[config.mk]
export PLATFORM = sky130hd
export DESIGN_NAME = pwt_position_triggers
export DESIGN_NICKNAME = d
export VERILOG_FILES = /design/src/pwt_pkg.sv /design/src/pwt_window.sv /design/src/pwt_position_triggers.sv
export VERILOG_INCLUDE_DIRS = /design/src
export SDC_FILE = /design/constraint.sdc
export NUM_CORES = 2
export LEC_CHECK = 0
export BUFFER_PORTS_ARGS = -buffer_cell sky130_fd_sc_hd__buf_2
export CAP_MARGIN = 20
export CORE_ASPECT_RATIO = 0.8
export CORE_MARGIN = 2
export CORE_UTILIZATION = 35
export DETAILED_ROUTE_END_ITERATION = 10
export GPL_ROUTABILITY_DRIVEN = 0
export SLEW_MARGIN = 20
export SYNTH_ARGS = -nofsm -noshare
export SYNTH_HDL_FRONTEND = slang
export SYNTH_SLANG_ARGS = --single-unit
[constraint.sdc]
create_clock -name CLK -period 3.01 [get_ports CLK]
set_input_delay 0.7525 -clock CLK [delete_from_list [all_inputs] [get_ports CLK]]
set_output_delay 0.7525 -clock CLK [all_outputs]
set_load 0.01 [all_outputs]
[src/pwt_defines.svh]
// Register offsets, field positions, reset values and limits for the position triggers.
`ifndef PWT_DEFINES_SVH
`define PWT_DEFINES_SVH

`define PWT_ADDR_W        8
`define PWT_OFS_CTRL      8'h00
`define PWT_OFS_ROUTE     8'h04
`define PWT_OFS_DOSEL     8'h08
`define PWT_OFS_STATUS    8'h0C
`define PWT_LIN_PAGE      3'h1
`define PWT_ROT_PAGE      3'h2

`define PWT_CTRL_LIN_ACT  0
`define PWT_CTRL_ROT_ACT  4
`define PWT_CTRL_LIN_INV  8
`define PWT_CTRL_ROT_INV  12

`define PWT_CTRL_RST      16'h0000
`define PWT_ROUTE_RST     32'h0000_0000
`define PWT_DOSEL_RST     16'h0000
`define PWT_POS_RST       32'h0000_0000
`define PWT_ANG_RST       16'h0000

`define PWT_ANG_MAX       16'h0708
`define PWT_ANG_MIN       16'hF8F8

`define PWT_RESP_OKAY     2'h0
`define PWT_RESP_SLVERR   2'h2

`endif

[src/pwt_pkg.sv]
// Types shared by the position trigger files.
package pwt_pkg;

  typedef logic signed [31:0] pwt_pos_t;
  typedef logic signed [15:0] pwt_ang_t;

  typedef enum logic [3:0] {
    PWT_DSEL_OFF   = 4'h0,
    PWT_DSEL_ON    = 4'h1,
    PWT_DSEL_TRIG1 = 4'h2,
    PWT_DSEL_TRIG2 = 4'h3,
    PWT_DSEL_TRIG3 = 4'h4,
    PWT_DSEL_TRIG4 = 4'h5
  } pwt_dsel_e;

endpackage

[src/pwt_window.sv]
// Window comparator for one trigger channel with an invert option.
`timescale 1ns/1ps
module pwt_window #(
  parameter int W = 32
) (
  input  wire logic                clk,    // Control clock.
  input  wire logic                rst_n,  // Asynchronous reset, active low.
  input  wire logic signed [W-1:0] value,  // Position or angle under test.
  input  wire logic signed [W-1:0] left,   // Left edge of the window.
  input  wire logic signed [W-1:0] right,  // Right edge of the window.
  input  wire logic                invert, // Inverts the profile.
  output logic                     state   // Registered channel state.
);

  // The window holds both edges; an empty window (left above right) is never inside.
  wire below  = value < left;
  wire above  = value > right;
  wire in_win = !below && !above;
  wire next_state = in_win ^ invert;

  // Channel state is registered so that status and routing see a clean level.
  always_ff @(posedge clk or negedge rst_n) begin
    if (!rst_n) begin
      state <= 1'b0;
    end else begin
      state <= next_state;
    end
  end

endmodule // pwt_window

[src/pwt_position_triggers.sv]
// Position and rotor window triggers with routing to digital outputs over AXI4-Lite.
//
// Notes on behaviour
// - Four trigger outputs fed from four linear and four rotor channels.
// - A digital output shows a trigger only when its function selects it.
// - Several sources on one trigger output are combined by OR.
// - One trigger output never mixes linear and rotor sources.
// - A source that is not activated cannot drive any trigger output.
// - Each linear channel is one bit computed from the actual position.
// - Position below left edge gives 0, or 1 when inverted.
// - Position above right edge gives 0, or 1 when inverted.
// - Rotor channels follow the encoder angle, repeating every revolution.
// - Angle below left edge gives 0, or 1 when inverted.
// - Angle above right edge gives 0, or 1 when inverted.
// - Rotor edges accept only -180.0 to +180.0 degrees in tenths.
// - Source states and trigger output states are readable as status.
`timescale 1ns/1ps
`include "pwt_defines.svh"
module pwt_position_triggers (
  input  wire logic              CLK,           // Control clock, 50 MHz.
  input  wire logic              RST_N,         // Asynchronous reset, active low.
  input  wire logic [7:0]        S_AXI_AWADDR,  // Write address.
  input  wire logic              S_AXI_AWVALID, // Write address valid.
  output logic                   S_AXI_AWREADY, // Write address ready.
  input  wire logic [31:0]       S_AXI_WDATA,   // Write data.
  input  wire logic [3:0]        S_AXI_WSTRB,   // Write byte strobes.
  input  wire logic              S_AXI_WVALID,  // Write data valid.
  output logic                   S_AXI_WREADY,  // Write data ready.
  output logic [1:0]             S_AXI_BRESP,   // Write response.
  output logic                   S_AXI_BVALID,  // Write response valid.
  input  wire logic              S_AXI_BREADY,  // Write response ready.
  input  wire logic [7:0]        S_AXI_ARADDR,  // Read address.
  input  wire logic              S_AXI_ARVALID, // Read address valid.
  output logic                   S_AXI_ARREADY, // Read address ready.
  output logic [31:0]            S_AXI_RDATA,   // Read data.
  output logic [1:0]             S_AXI_RRESP,   // Read response.
  output logic                   S_AXI_RVALID,  // Read data valid.
  input  wire logic              S_AXI_RREADY,  // Read data ready.
  input  wire pwt_pkg::pwt_pos_t POS_ACTUAL,    // Actual position, same clock domain.
  input  wire pwt_pkg::pwt_ang_t ENC_ANGLE,     // Rotor angle in tenths of a degree.
  output logic [3:0]             TRIG_OUT,      // Trigger output states.
  output logic [3:0]             DOUT           // Digital output levels.
);
  import pwt_pkg::*;

  //////////////////////////////////////////////////////////////////////////////
  // Declarations.

  logic        aw_full;
  logic [7:0]  aw_addr;
  logic        w_full;
  logic [31:0] w_data;
  logic [3:0]  w_strb;
  logic        bvalid;
  logic [1:0]  bresp;
  logic        rvalid;
  logic [31:0] rdata;
  logic [1:0]  rresp;

  logic [15:0] ctrl;
  logic [31:0] route;
  logic [15:0] dosel;
  pwt_pos_t    lin_left  [4];
  pwt_pos_t    lin_right [4];
  pwt_ang_t    rot_left  [4];
  pwt_ang_t    rot_right [4];

  logic [3:0]  lin_st;
  logic [3:0]  rot_st;
  logic [3:0]  trig;
  logic [3:0]  dout;

  // Byte-lane merge of new write data into an old register value.
  function automatic logic [31:0] merge(input logic [31:0] old, input logic [31:0] d,
                                        input logic [3:0] strb);
    logic [31:0] r;
    r = old;
    for (int i = 0; i < 4; i++) begin
      if (strb[i]) begin
        r[8*i +: 8] = d[8*i +: 8];
      end
    end
    return r;
  endfunction

  // Keeps each trigger output within one group; linear sources take precedence.
  function automatic logic [31:0] route_filter(input logic [31:0] in);
    logic [31:0] r;
    r = in;
    for (int k = 0; k < 4; k++) begin
      if (in[8*k +: 4] != 4'h0) begin
        r[8*k+4 +: 4] = 4'h0;
      end
    end
    return r;
  endfunction

  //////////////////////////////////////////////////////////////////////////////
  // Bus handshake signals.

  // Address and data are taken independently; a new pair waits for the response.
  assign S_AXI_AWREADY = !aw_full && !bvalid;
  assign S_AXI_WREADY  = !w_full && !bvalid;
  assign S_AXI_BVALID  = bvalid;
  assign S_AXI_BRESP   = bresp;
  assign S_AXI_ARREADY = !rvalid;
  assign S_AXI_RVALID  = rvalid;
  assign S_AXI_RDATA   = rdata;
  assign S_AXI_RRESP   = rresp;

  wire aw_take = S_AXI_AWVALID && S_AXI_AWREADY;
  wire w_take  = S_AXI_WVALID && S_AXI_WREADY;
  wire ar_take = S_AXI_ARVALID && S_AXI_ARREADY;
  wire wr_fire = aw_full && w_full && !bvalid;

  //////////////////////////////////////////////////////////////////////////////
  // Write decode.

  // Edge registers are paged: channel in address bits 4:3, right edge in bit 2.
  wire [1:0] wr_ch     = aw_addr[4:3];
  wire       wr_right  = aw_addr[2];
  wire       wr_ctrl   = aw_addr == `PWT_OFS_CTRL;
  wire       wr_route  = aw_addr == `PWT_OFS_ROUTE;
  wire       wr_dosel  = aw_addr == `PWT_OFS_DOSEL;
  wire       wr_status = aw_addr == `PWT_OFS_STATUS;
  wire       wr_lin    = aw_addr[7:5] == `PWT_LIN_PAGE;
  wire       wr_rot    = aw_addr[7:5] == `PWT_ROT_PAGE;

  wire [31:0] ctrl_new  = merge({16'h0000, ctrl}, w_data, w_strb);
  wire [31:0] route_new = route_filter(merge(route, w_data, w_strb));
  wire [31:0] dosel_new = merge({16'h0000, dosel}, w_data, w_strb);
  wire [31:0] lin_old   = wr_right ? lin_right[wr_ch] : lin_left[wr_ch];
  wire [31:0] lin_new   = merge(lin_old, w_data, w_strb);
  wire [15:0] rot_old   = wr_right ? rot_right[wr_ch] : rot_left[wr_ch];
  wire [31:0] rot_mrg   = merge({16'h0000, rot_old}, w_data, w_strb);
  wire [15:0] rot_new   = rot_mrg[15:0];

  // Angles outside the -1800 to +1800 range are refused and the old edge stays.
  wire ang_ok = ($signed(rot_new) <= $signed(`PWT_ANG_MAX)) &&
                ($signed(rot_new) >= $signed(`PWT_ANG_MIN));

  wire wr_mapped = wr_ctrl || wr_route || wr_dosel || wr_status || wr_lin || wr_rot;
  wire wr_ok     = wr_mapped && !(wr_rot && !ang_ok);
  wire wr_do     = wr_fire && wr_ok;

  //////////////////////////////////////////////////////////////////////////////
  // Write channel state.

  // Address and data holders; the write lands when both are present.
  always_ff @(posedge CLK or negedge RST_N) begin
    if (!RST_N) begin
      aw_full <= 1'b0;
      aw_addr <= 8'h00;
      w_full  <= 1'b0;
      w_data  <= 32'h0000_0000;
      w_strb  <= 4'h0;
    end else begin
      if (aw_take) begin
        aw_full <= 1'b1;
        aw_addr <= S_AXI_AWADDR;
      end else if (wr_fire) begin
        aw_full <= 1'b0;
      end
      if (w_take) begin
        w_full <= 1'b1;
        w_data <= S_AXI_WDATA;
        w_strb <= S_AXI_WSTRB;
      end else if (wr_fire) begin
        w_full <= 1'b0;
      end
    end
  end

  // Write response is raised the cycle the write lands and held until taken.
  always_ff @(posedge CLK or negedge RST_N) begin
    if (!RST_N) begin
      bvalid <= 1'b0;
      bresp  <= `PWT_RESP_OKAY;
    end else if (wr_fire) begin
      bvalid <= 1'b1;
      bresp  <= wr_ok ? `PWT_RESP_OKAY : `PWT_RESP_SLVERR;
    end else if (S_AXI_BREADY) begin
      bvalid <= 1'b0;
    end
  end

  //////////////////////////////////////////////////////////////////////////////
  // Configuration registers.

  // Control, routing and output function registers.
  always_ff @(posedge CLK or negedge RST_N) begin
    if (!RST_N) begin
      ctrl  <= `PWT_CTRL_RST;
      route <= `PWT_ROUTE_RST;
      dosel <= `PWT_DOSEL_RST;
    end else if (wr_do) begin
      if (wr_ctrl) ctrl <= ctrl_new[15:0];
      if (wr_route) route <= route_new;
      if (wr_dosel) dosel <= dosel_new[15:0];
    end
  end

  // Window edges for the linear and rotor channels.
  always_ff @(posedge CLK or negedge RST_N) begin
    if (!RST_N) begin
      for (int i = 0; i < 4; i++) begin
        lin_left[i]  <= `PWT_POS_RST;
        lin_right[i] <= `PWT_POS_RST;
        rot_left[i]  <= `PWT_ANG_RST;
        rot_right[i] <= `PWT_ANG_RST;
      end
    end else if (wr_do) begin
      if (wr_lin && !wr_right) lin_left[wr_ch] <= lin_new;
      if (wr_lin && wr_right) lin_right[wr_ch] <= lin_new;
      if (wr_rot && !wr_right) rot_left[wr_ch] <= rot_new;
      if (wr_rot && wr_right) rot_right[wr_ch] <= rot_new;
    end
  end

  //////////////////////////////////////////////////////////////////////////////
  // Read path.

  wire [1:0]  rd_ch    = S_AXI_ARADDR[4:3];
  wire        rd_right = S_AXI_ARADDR[2];
  wire        rd_lin   = S_AXI_ARADDR[7:5] == `PWT_LIN_PAGE;
  wire        rd_rot   = S_AXI_ARADDR[7:5] == `PWT_ROT_PAGE;
  wire        rd_ctrl  = S_AXI_ARADDR == `PWT_OFS_CTRL;
  wire        rd_route = S_AXI_ARADDR == `PWT_OFS_ROUTE;
  wire        rd_dosel = S_AXI_ARADDR == `PWT_OFS_DOSEL;
  wire        rd_stat  = S_AXI_ARADDR == `PWT_OFS_STATUS;
  wire [31:0] rd_linv  = rd_right ? lin_right[rd_ch] : lin_left[rd_ch];
  wire [15:0] rd_rotv  = rd_right ? rot_right[rd_ch] : rot_left[rd_ch];
  wire [31:0] rd_statv = {16'h0000, dout, trig, rot_st, lin_st};
  wire        rd_hit   = rd_ctrl || rd_route || rd_dosel || rd_stat || rd_lin || rd_rot;

  // Read data selection; rotor edges read back sign-extended.
  wire [31:0] rd_val = rd_ctrl  ? {16'h0000, ctrl} :
                       rd_route ? route :
                       rd_dosel ? {16'h0000, dosel} :
                       rd_stat  ? rd_statv :
                       rd_lin   ? rd_linv :
                       rd_rot   ? {{16{rd_rotv[15]}}, rd_rotv} :
                                  32'h0000_0000;

  // Read data is captured at the address handshake and held until taken.
  always_ff @(posedge CLK or negedge RST_N) begin
    if (!RST_N) begin
      rvalid <= 1'b0;
      rdata  <= 32'h0000_0000;
      rresp  <= `PWT_RESP_OKAY;
    end else if (ar_take) begin
      rvalid <= 1'b1;
      rdata  <= rd_val;
      rresp  <= rd_hit ? `PWT_RESP_OKAY : `PWT_RESP_SLVERR;
    end else if (S_AXI_RREADY) begin
      rvalid <= 1'b0;
    end
  end

  //////////////////////////////////////////////////////////////////////////////
  // Source channels.

  // Four linear window channels on the actual position and four on the rotor angle.
  generate
    for (genvar i = 0; i < 4; i++) begin : g_src
      pwt_window #(.W(32)) u_lin (
        .clk    (CLK),
        .rst_n  (RST_N),
        .value  (POS_ACTUAL),
        .left   (lin_left[i]),
        .right  (lin_right[i]),
        .invert (ctrl[`PWT_CTRL_LIN_INV + i]),
        .state  (lin_st[i])
      );
      pwt_window #(.W(16)) u_rot (
        .clk    (CLK),
        .rst_n  (RST_N),
        .value  (ENC_ANGLE),
        .left   (rot_left[i]),
        .right  (rot_right[i]),
        .invert (ctrl[`PWT_CTRL_ROT_INV + i]),
        .state  (rot_st[i])
      );
    end
  endgenerate

  //////////////////////////////////////////////////////////////////////////////
  // Trigger outputs and digital output selection.

  generate
    for (genvar k = 0; k < 4; k++) begin : g_out
      // Only activated sources can be routed; the route nibbles stay per group.
      wire [3:0] lin_sel   = route[8*k +: 4] & ctrl[`PWT_CTRL_LIN_ACT +: 4];
      wire [3:0] rot_sel   = route[8*k+4 +: 4] & ctrl[`PWT_CTRL_ROT_ACT +: 4];
      wire       next_trig = (|(lin_sel & lin_st)) || (|(rot_sel & rot_st));
      wire [3:0] fsel      = dosel[4*k +: 4];
      wire [3:0] tidx      = fsel - 4'h2;
      wire       is_trig   = (fsel >= PWT_DSEL_TRIG1) && (fsel <= PWT_DSEL_TRIG4);
      wire       next_dout = (fsel == PWT_DSEL_ON) ? 1'b1 :
                             is_trig ? trig[tidx[1:0]] : 1'b0;

      // Trigger and output levels are registered.
      always_ff @(posedge CLK or negedge RST_N) begin
        if (!RST_N) begin
          trig[k] <= 1'b0;
          dout[k] <= 1'b0;
        end else begin
          trig[k] <= next_trig;
          dout[k] <= next_dout;
        end
      end
    end
  endgenerate

  assign TRIG_OUT = trig;
  assign DOUT     = dout;

endmodule // pwt_position_triggers

# After elaboration in Yosys (flattened, before gate mapping)
# Index checks and enable logic that the tools add are counted.
classes:
  bitwise: 26
  add_sub_neg: 4
  eq_ne: 14
  muxes: 81
  magnitude_cmp: 33
  n_reduce_logical: 100
ops:
  columns: ["cell", "n"]
  rows:
  - ["$mux 32", 17]
  - ["$bmux 32 s2", 4]
  - ["$bwmux 128", 2]
  - ["$mux 16", 11]
  - ["$bmux 16 s2", 4]
  - ["$bwmux 64", 2]
  - ["$gt 32x32->1", 4]
  - ["$lt 32x32->1", 4]
  - ["$mux 8", 10]
  - ["$and 4x4->4", 16]
  - ["$demux 32 s2", 1]
  - ["$gt 16x16->1", 4]
  - ["$lt 16x16->1", 4]
  - ["$demux 16 s2", 1]
  - ["$eq 8x4->1 const B", 4]
  - ["$reduce_or 4->1", 8]
  - ["$logic_and 1x1->1", 28]
  - ["$reduce_and 3->1", 8]
  - ["$logic_not 1->1", 23]
  - ["$mux 1", 19]
  - ["$eq 4x1->1 const B", 4]
  - ["$eq 8x3->1 const B", 2]
  - ["$ge 16x12->1 const B", 1]
  - ["$ge 4x2->1 const B", 4]
  - ["18 further kinds", 73]
totals:
  elab_cells: 309
  reg_bits: 548
  inputBits: 107
  output_inout_bits: 49

# Longest topological paths before layout
depth:
  word_depth: 14
  depth_mapped: 14

# Hierarchy
# A second synthesis with hierarchy kept.
unflattened:
  cells_unflattened: 3336
  area_unflattened_um2: 37664.9
by_module_without_submodules:
  columns: ["mod", "cells_per_inst", "area_each_um2", "instances", "seq_area_each_um2"]
  rows:
  - ["pwt_position_triggers", 1968, 27705.3, 1, 13462.9]
  - ["pwt_window at g_src[0].u_lin ...", 230, 1636.6, 3, 25.0]
  - ["pwt_window at g_src[0].u_rot ...", 113, 840.8, 3, 25.0]
  - ["pwt_window at g_src[3].u_lin", 225, 1657.8, 1, 25.0]
  - ["pwt_window at g_src[3].u_rot", 114, 869.6, 1, 25.0]

# Worst setup path after synthesis
# No wires, ideal clock.
synth_path:
  path_type: "input-to-reg"
  start: "in S_AXI_ARADDR[3]"
  end: "reg rdata[12], in the netlist S_AXI_RDATA[12]"
  slack_ps: -173
  setup_ps: 133
  t_arrival_ps: 3049
  path_stages: 9
  path_cell_list: "buf_2 > buf_1 > clkbuf_1 > mux4_2 > a22o_1 > a211oi_1 > a31oi_1 > a221oi_1 > o21ai_0"
synth_between:
  elab_chain_len: 11
synth_lines:
  columns: ["item", "line", "text"]
  rows:
  - ["from (decl)", "pwt_position_triggers.sv:32", "input wire logic [7:0] S_AXI_ARADDR,"]
  - ["$not 2->3 (implied by the code)", "pwt_position_triggers.sv:231, pwt_position_triggers.sv:232", null]
  - ["$bmux 16 s2", "pwt_position_triggers.sv:232", "wire [15:0] rd_rotv = rd_right ? rot_right[rd_ch] : rot_left[rd_ch];"]
  - ["$mux 16 (implied by the code) (2 in a row)", "pwt_position_triggers.sv:232", null]
  - ["$mux 16", "pwt_position_triggers.sv:232", null]
  - ["$mux 32", "pwt_position_triggers.sv:242", "rd_rot ? {{16{rd_rotv[15]}}, rd_rotv} :"]
  - ["$mux 32", "pwt_position_triggers.sv:241", "rd_lin ? rd_linv :"]
  - ["$mux 32", "pwt_position_triggers.sv:240", "rd_stat ? rd_statv :"]
  - ["$mux 32", "pwt_position_triggers.sv:239", "rd_dosel ? {16'h0000, dosel} :"]
  - ["$mux 32", "pwt_position_triggers.sv:238", "rd_route ? route :"]
  - ["$mux 32 *", "pwt_position_triggers.sv:237", "wire [31:0] rd_val = rd_ctrl ? {16'h0000, ctrl} :"]
  - ["to (signal assigned)", "pwt_position_triggers.sv:253", "rdata <= rd_val;"]
  - ["to (decl)", "pwt_position_triggers.sv:57", "logic [31:0] rdata;"]
# Mark *: on every way between the ends. The rest lies on a longest branch, timed or not. The select of a mux whose other input is x is not followed.
# A chain may end at the register's enable or synchronous reset.

# Worst setup path in the final report
layout_path:
  start: "reg aw_addr[4]"
  end: "reg rot_right[58] (netlist name)"
layout_between:
  elab_chain_len: 14
layout_lines:
  columns: ["item", "line", "text"]
  rows:
  - ["from (decl)", "pwt_position_triggers.sv:50", "logic [7:0] aw_addr;"]
  - ["from (signal assigned)", "pwt_position_triggers.sv:153", "aw_addr <= 8'h00;"]
  - ["from (signal assigned)", "pwt_position_triggers.sv:160", "aw_addr <= S_AXI_AWADDR;"]
  - ["$not 2->3 (implied by the code)", "pwt_position_triggers.sv:134, pwt_position_triggers.sv:216", null]
  - ["$bmux 16 s2", "pwt_position_triggers.sv:134", "wire [15:0] rot_old = wr_right ? rot_right[wr_ch] : rot_left[wr_ch];"]
  - ["$mux 16 (implied by the code) (2 in a row)", "pwt_position_triggers.sv:134", null]
  - ["$mux 16", "pwt_position_triggers.sv:134", null]
  - ["$mux 8", "pwt_position_triggers.sv:79", "if (strb[i]) begin"]
  - ["$le 16x12->1 / $ge 16x12->1 (equally long branches)", "pwt_position_triggers.sv:139, pwt_position_triggers.sv:140", null]
  - ["$logic_and 1x1->1", "pwt_position_triggers.sv:139", "wire ang_ok = ($signed(rot_new) <= $signed(`PWT_ANG_MAX)) &&"]
  - ["$logic_not 1->1", "pwt_position_triggers.sv:143", "wire wr_ok = wr_mapped && !(wr_rot && !ang_ok);"]
  - ["$logic_and 1x1->1", "pwt_position_triggers.sv:143", null]
  - ["$logic_not 1->1", "pwt_position_triggers.sv:143", null]
  - ["$logic_and 1x1->1", "pwt_position_triggers.sv:143", null]
  - ["$logic_and 1x1->1", "pwt_position_triggers.sv:144", "wire wr_do = wr_fire && wr_ok;"]
  - ["$reduce_and 2->1 (no line)", null, null]
  - ["to (signal, indexed assignment)", "pwt_position_triggers.sv:210", "rot_right[i] <= `PWT_ANG_RST;"]
  - ["to (signal, indexed assignment)", "pwt_position_triggers.sv:216", "if (wr_rot && wr_right) rot_right[wr_ch] <= rot_new;"]
  - ["to (decl)", "pwt_position_triggers.sv:66", "pwt_ang_t rot_right [4];"]
# Several ways; a longest one is shown, not always the timed one. The select of a mux whose other input is x is not followed.

==> impl_metrics.tcl <==
set metrics [dict create \
    worst-r2r-cell-count 13 \
    grt_setup_unrepaired "yes" \
    h-tree-depth 3 \
    cts.reportedPaths.clkPinSlew_ps 60 \
    design_area_um2 45400 \
    synth.yosys.warnings 0 \
    std_cell_core_area_um2 105000 \
    r2r_setup_slack_ps -210 \
    final-hold-violation-count 0 \
    synthArstFlopShare_pct 100 \
    detailroute.via_count 31000 \
    via_per_inst 5.72 \
    synth_ff_type "dfrtp_1" \
    ir_worst_vdd_mv 0.666 \
    synth_seq_area_share_pct 36.8 \
    drc 0 \
    timing.final.crit_period_ps 3220 \
    finish.net_count 4439 \
    number_of_global_route_vias_before_repair 29800 \
    cellLeakagePower_nw 20.3 \
    power.density_nw_per_um2 870 \
    synth_cell_types 79 \
    avgSynthCellArea_um2 10.5 \
    buffer_ports.inserted 153 \
    worst_slew_margin_rel_pct 38.2 \
    initial_utilization_pct 35.4 \
    postRouteAntennaNets 0 \
    gr-usage-all-layers_pct 24.5 \
    area_growth_syn_to_layout_pct 22.3 \
    number_of_antenna_violations_at_the_first_check_in_global_routing 10 \
    grt_remaining_overflow 0 \
    timing.final.setup_violations 128 \
    avgRoutedWirePerCell_um 25.6 \
    cts_sinks 546 \
    synth_cells 3525 \
    critical_path_required_ps 3520 \
    placed_cell_area_um2 41700 \
    numCtsBuffers 66 \
    post_route_cells_drive_above_1_share_pct 30.9 \
    critical_path.slowest_cell "dfrtp_4" \
    cp_depth 13 \
    cts_buffer_depth 3 \
    path_class "register to register" \
    r2r_end "rot_right[58]$_DFFE_PN0P_" \
    max_slew.worst_pin.slew_ps 927 \
    setup.worst_path.start_class "register" \
    detail_route.iter0.violations 3455 \
    r2r-start "aw_addr[4]$_DFFE_PN0P_" \
    setup.worst_path.end_class "register" \
    post-route-period-util_pct 107 \
    layout.cells.most_common "dfrtp_1" \
    post_synth_edffs 0 \
    worst-path-buf-inv 5 \
    most-common-layout-cells "dfrtp_1, inv_1, ha_1" \
    final-instance-count-excl-fill 5415 \
    worst_min_delay_path_category "primary input to asynchronous set/reset pin" \
    place.detailed.hpwl_mm 102 \
    finalCoreUtilization_pct 43.3 \
    timing_max_transition_violations_final 0 \
    clock_latency_late_sink_ps 640 \
    cts_tree "yes" \
    drtPass1Iterations 6 \
    outcome "finished, violations left" \
    netlist_area_um2 37100 \
    critical_path.most_common_cell "buf_12" \
    numPlacedInstances 5243 \
    cpLargestDelayFamily "compound AO/OA/AOI/OAI gates" \
    achievable-frequency_ghz 0.311 \
    place_ws_ps -471 \
    num_rows 106 \
    design.die.area_um2 109000 \
    worst_clock_skew_ps 37.3 \
    finalWorstSetupSlack_ps -208 \
    ys_seq_elements 546 \
    holdWs_ps 74.1 \
    worst_path_cell_chain "buf_12 > nor2b_2 > a22o_1 > a22o_1 > o31ai_4 > nor3b_4 > buf_12 > o31a_4 > buf_12 > o2111ai_4 > buf_12 > buf_6 > o21ai_1" \
    timing.critical_path.slowest_cell_delay_ps 500 \
    die_w_um 368 \
    first_pass_grt_wire_length_mm 200 \
    maximum_number_of_pins_on_one_net_before_global_route_repair 84 \
    cts_root_buf "clkbuf_16" \
    boundaryPins 156 \
    tns_ps -16880 \
    failing_checks "negative setup slack" \
    timing.critical_path.fanout_max 18 \
    totalPowerFinal_mw 39.5 \
    finalWirelength_mm 139 \
    dieHeight_um 295 \
    maxCapViolCount 0 \
    cp.arrival_ps 3730 \
]
[worst register-to-register path, cell delays in order, from the launching register on]
cell and delay [ps]:
dfrtp_4 500, buf_12 180, nor2b_2 230, a22o_1 270, a22o_1 270, o31ai_4 280, nor3b_4 90, buf_12 150
o31a_4 320, buf_12 150, o2111ai_4 240, buf_12 170, buf_6 180, o21ai_1 80
[cell usage after synthesis (5+ instances only)]
| cell type | instances | area, um2 |
|---|---|---|
| nor2b_1 | 52 | 325 |
| o21ai_1 | 61 | 305 |
| nand2_1 | 367 | 1380 |
| nand4_1 | 65 | 407 |
| a21oi_2 | 48 | 420 |
| o21a_1 | 20 | 150 |
| or2_4 | 8 | 70.1 |
| o211ai_1 | 16 | 120 |
| a31oi_1 | 22 | 138 |
| or3_1 | 8 | 50.1 |
| or4_1 | 6 | 45.0 |
| nand2b_1 | 21 | 131 |
| a21oi_1 | 137 | 686 |
| o2111ai_4 | 8 | 210 |
| mux4_2 | 171 | 3850 |
| ha_1 | 376 | 4700 |
| a22oi_1 | 15 | 113 |
| buf_2 | 24 | 120 |
| inv_1 | 399 | 1500 |
| nor3_1 | 25 | 125 |
| mux2i_1 | 51 | 510 |
| a311oi_1 | 5 | 43.8 |
| o21ai_0 | 219 | 1100 |
| xnor2_1 | 5 | 43.8 |
| a22o_1 | 30 | 263 |
| and2_1 | 12 | 75.1 |
| nor4_1 | 11 | 68.8 |
| nand3_1 | 25 | 125 |
| a32oi_1 | 10 | 87.6 |
| a221o_1 | 5 | 50.1 |
| a21o_1 | 99 | 743 |
| mux2_2 | 233 | 2620 |
| and4_1 | 12 | 105 |
| nor2_1 | 121 | 454 |
| nor3b_1 | 5 | 37.5 |
| a211oi_1 | 38 | 285 |
| buf_1 | 21 | 78.8 |
| clkbuf_1 | 86 | 323 |
| a221oi_1 | 22 | 193 |
| o22ai_1 | 11 | 68.8 |
| and3_1 | 5 | 31.3 |
| buf_6 | 19 | 214 |
| dfrtp_1 | 546 | 13700 |
| mux4_1 | 13 | 342 |
[how the worst max path moves through the flow]
| stage | to | startpoint | slack, ps |
|---|---|---|---|
| 2_1_floorplan | S_AXI_RDATA[30]$_DFFE_PN0P_ | S_AXI_ARADDR[3] | 10 |
| 3_3_place_gp | g_src[3].u_lin.state$_DFF_PN0_ | POS_ACTUAL[25] | -420 |
| 3_5_place_dp | g_src[3].u_lin.state$_DFF_PN0_ | POS_ACTUAL[30] | -470 |
| 4_1_cts | rot_left[34]$_DFFE_PN0P_ | aw_addr[3]$_DFFE_PN0P_ | -80 |
| 5_1_grt | rot_right[54]$_DFFE_PN0P_ | aw_addr[2]$_DFFE_PN0P_ | -290 |
| 6_report | rot_right[58]$_DFFE_PN0P_ | aw_addr[4]$_DFFE_PN0P_ | -210 |
[report_power, final]
group          total (mW)  switching [mW]  internal [mW]  leakage [nW]
registers            12.3            2.70           9.58          7.42
clock network        8.47            3.55           4.92          1.10
logic                18.7            10.4           8.30          11.8
total                39.5            16.7           22.8          20.3
[routing by layer]
layer,up-vias,global-route usage (%),wire (um)
li1,13700,-,-
met1,15500,35.9,61900
met2,1549,34.5,56000
met3,218,7.94,17100
met4,2,6.54,3670
met5,-,0,14
[sequential cells by signal (all words and copies together) (netlist names)]
signal / flops
DOUT: 4
S_AXI_BRESP: 1
S_AXI_BVALID: 1
S_AXI_RDATA: 32
S_AXI_RRESP: 1
S_AXI_RVALID: 1
TRIG_OUT: 4
aw_addr: 8
aw_full: 1
ctrl: 16
dosel: 16
g_src.u_lin.state: 4
g_src.u_rot.state: 4
lin_left: 128
lin_right: 128
rot_left: 64
rot_right: 64
route: 32
w_data: 32
w_full: 1
w_strb: 4
[layout make-up]
| cell class | count | area [um2] |
|---|---|---|
| clock inverter | 34 | 449 |
| clock buffer | 84 | 1810 |
| inverter | 400 | 1500 |
| fill | 9877 | 59400 |
| tap | 1404 | 1760 |
| timing repair buffer | 521 | 4600 |
| multi-input combinational | 2421 | 21600 |
| sequential | 546 | 13700 |
| antenna | 5 | 12.5 |
[kinds of logic after synthesis]
group                    synth area share, %
AO/OA/AOI/OAI                           14.5
XOR/XNOR                               0.212
adder cells (fa/ha/maj)                 12.7
buffers and inverters                   6.41
flip-flops                              36.8
multiplexers                            19.9
other                                 0.0101
AND/OR/NAND/NOR                         9.52
[repair_timing]
| item | 4_1_cts | 5_1_grt |
|---|---|---|
| gates resized for setup | 25 | 142 |
| endpoints found under the setup margin | 129 | 139 |
| buffers inserted | 6 | 23 |
| gates cloned | 1 | 22 |
| hold buffers | 0 | 0 |
| pin swaps | 1 | 37 |
(Power assumes the default switching activity.)
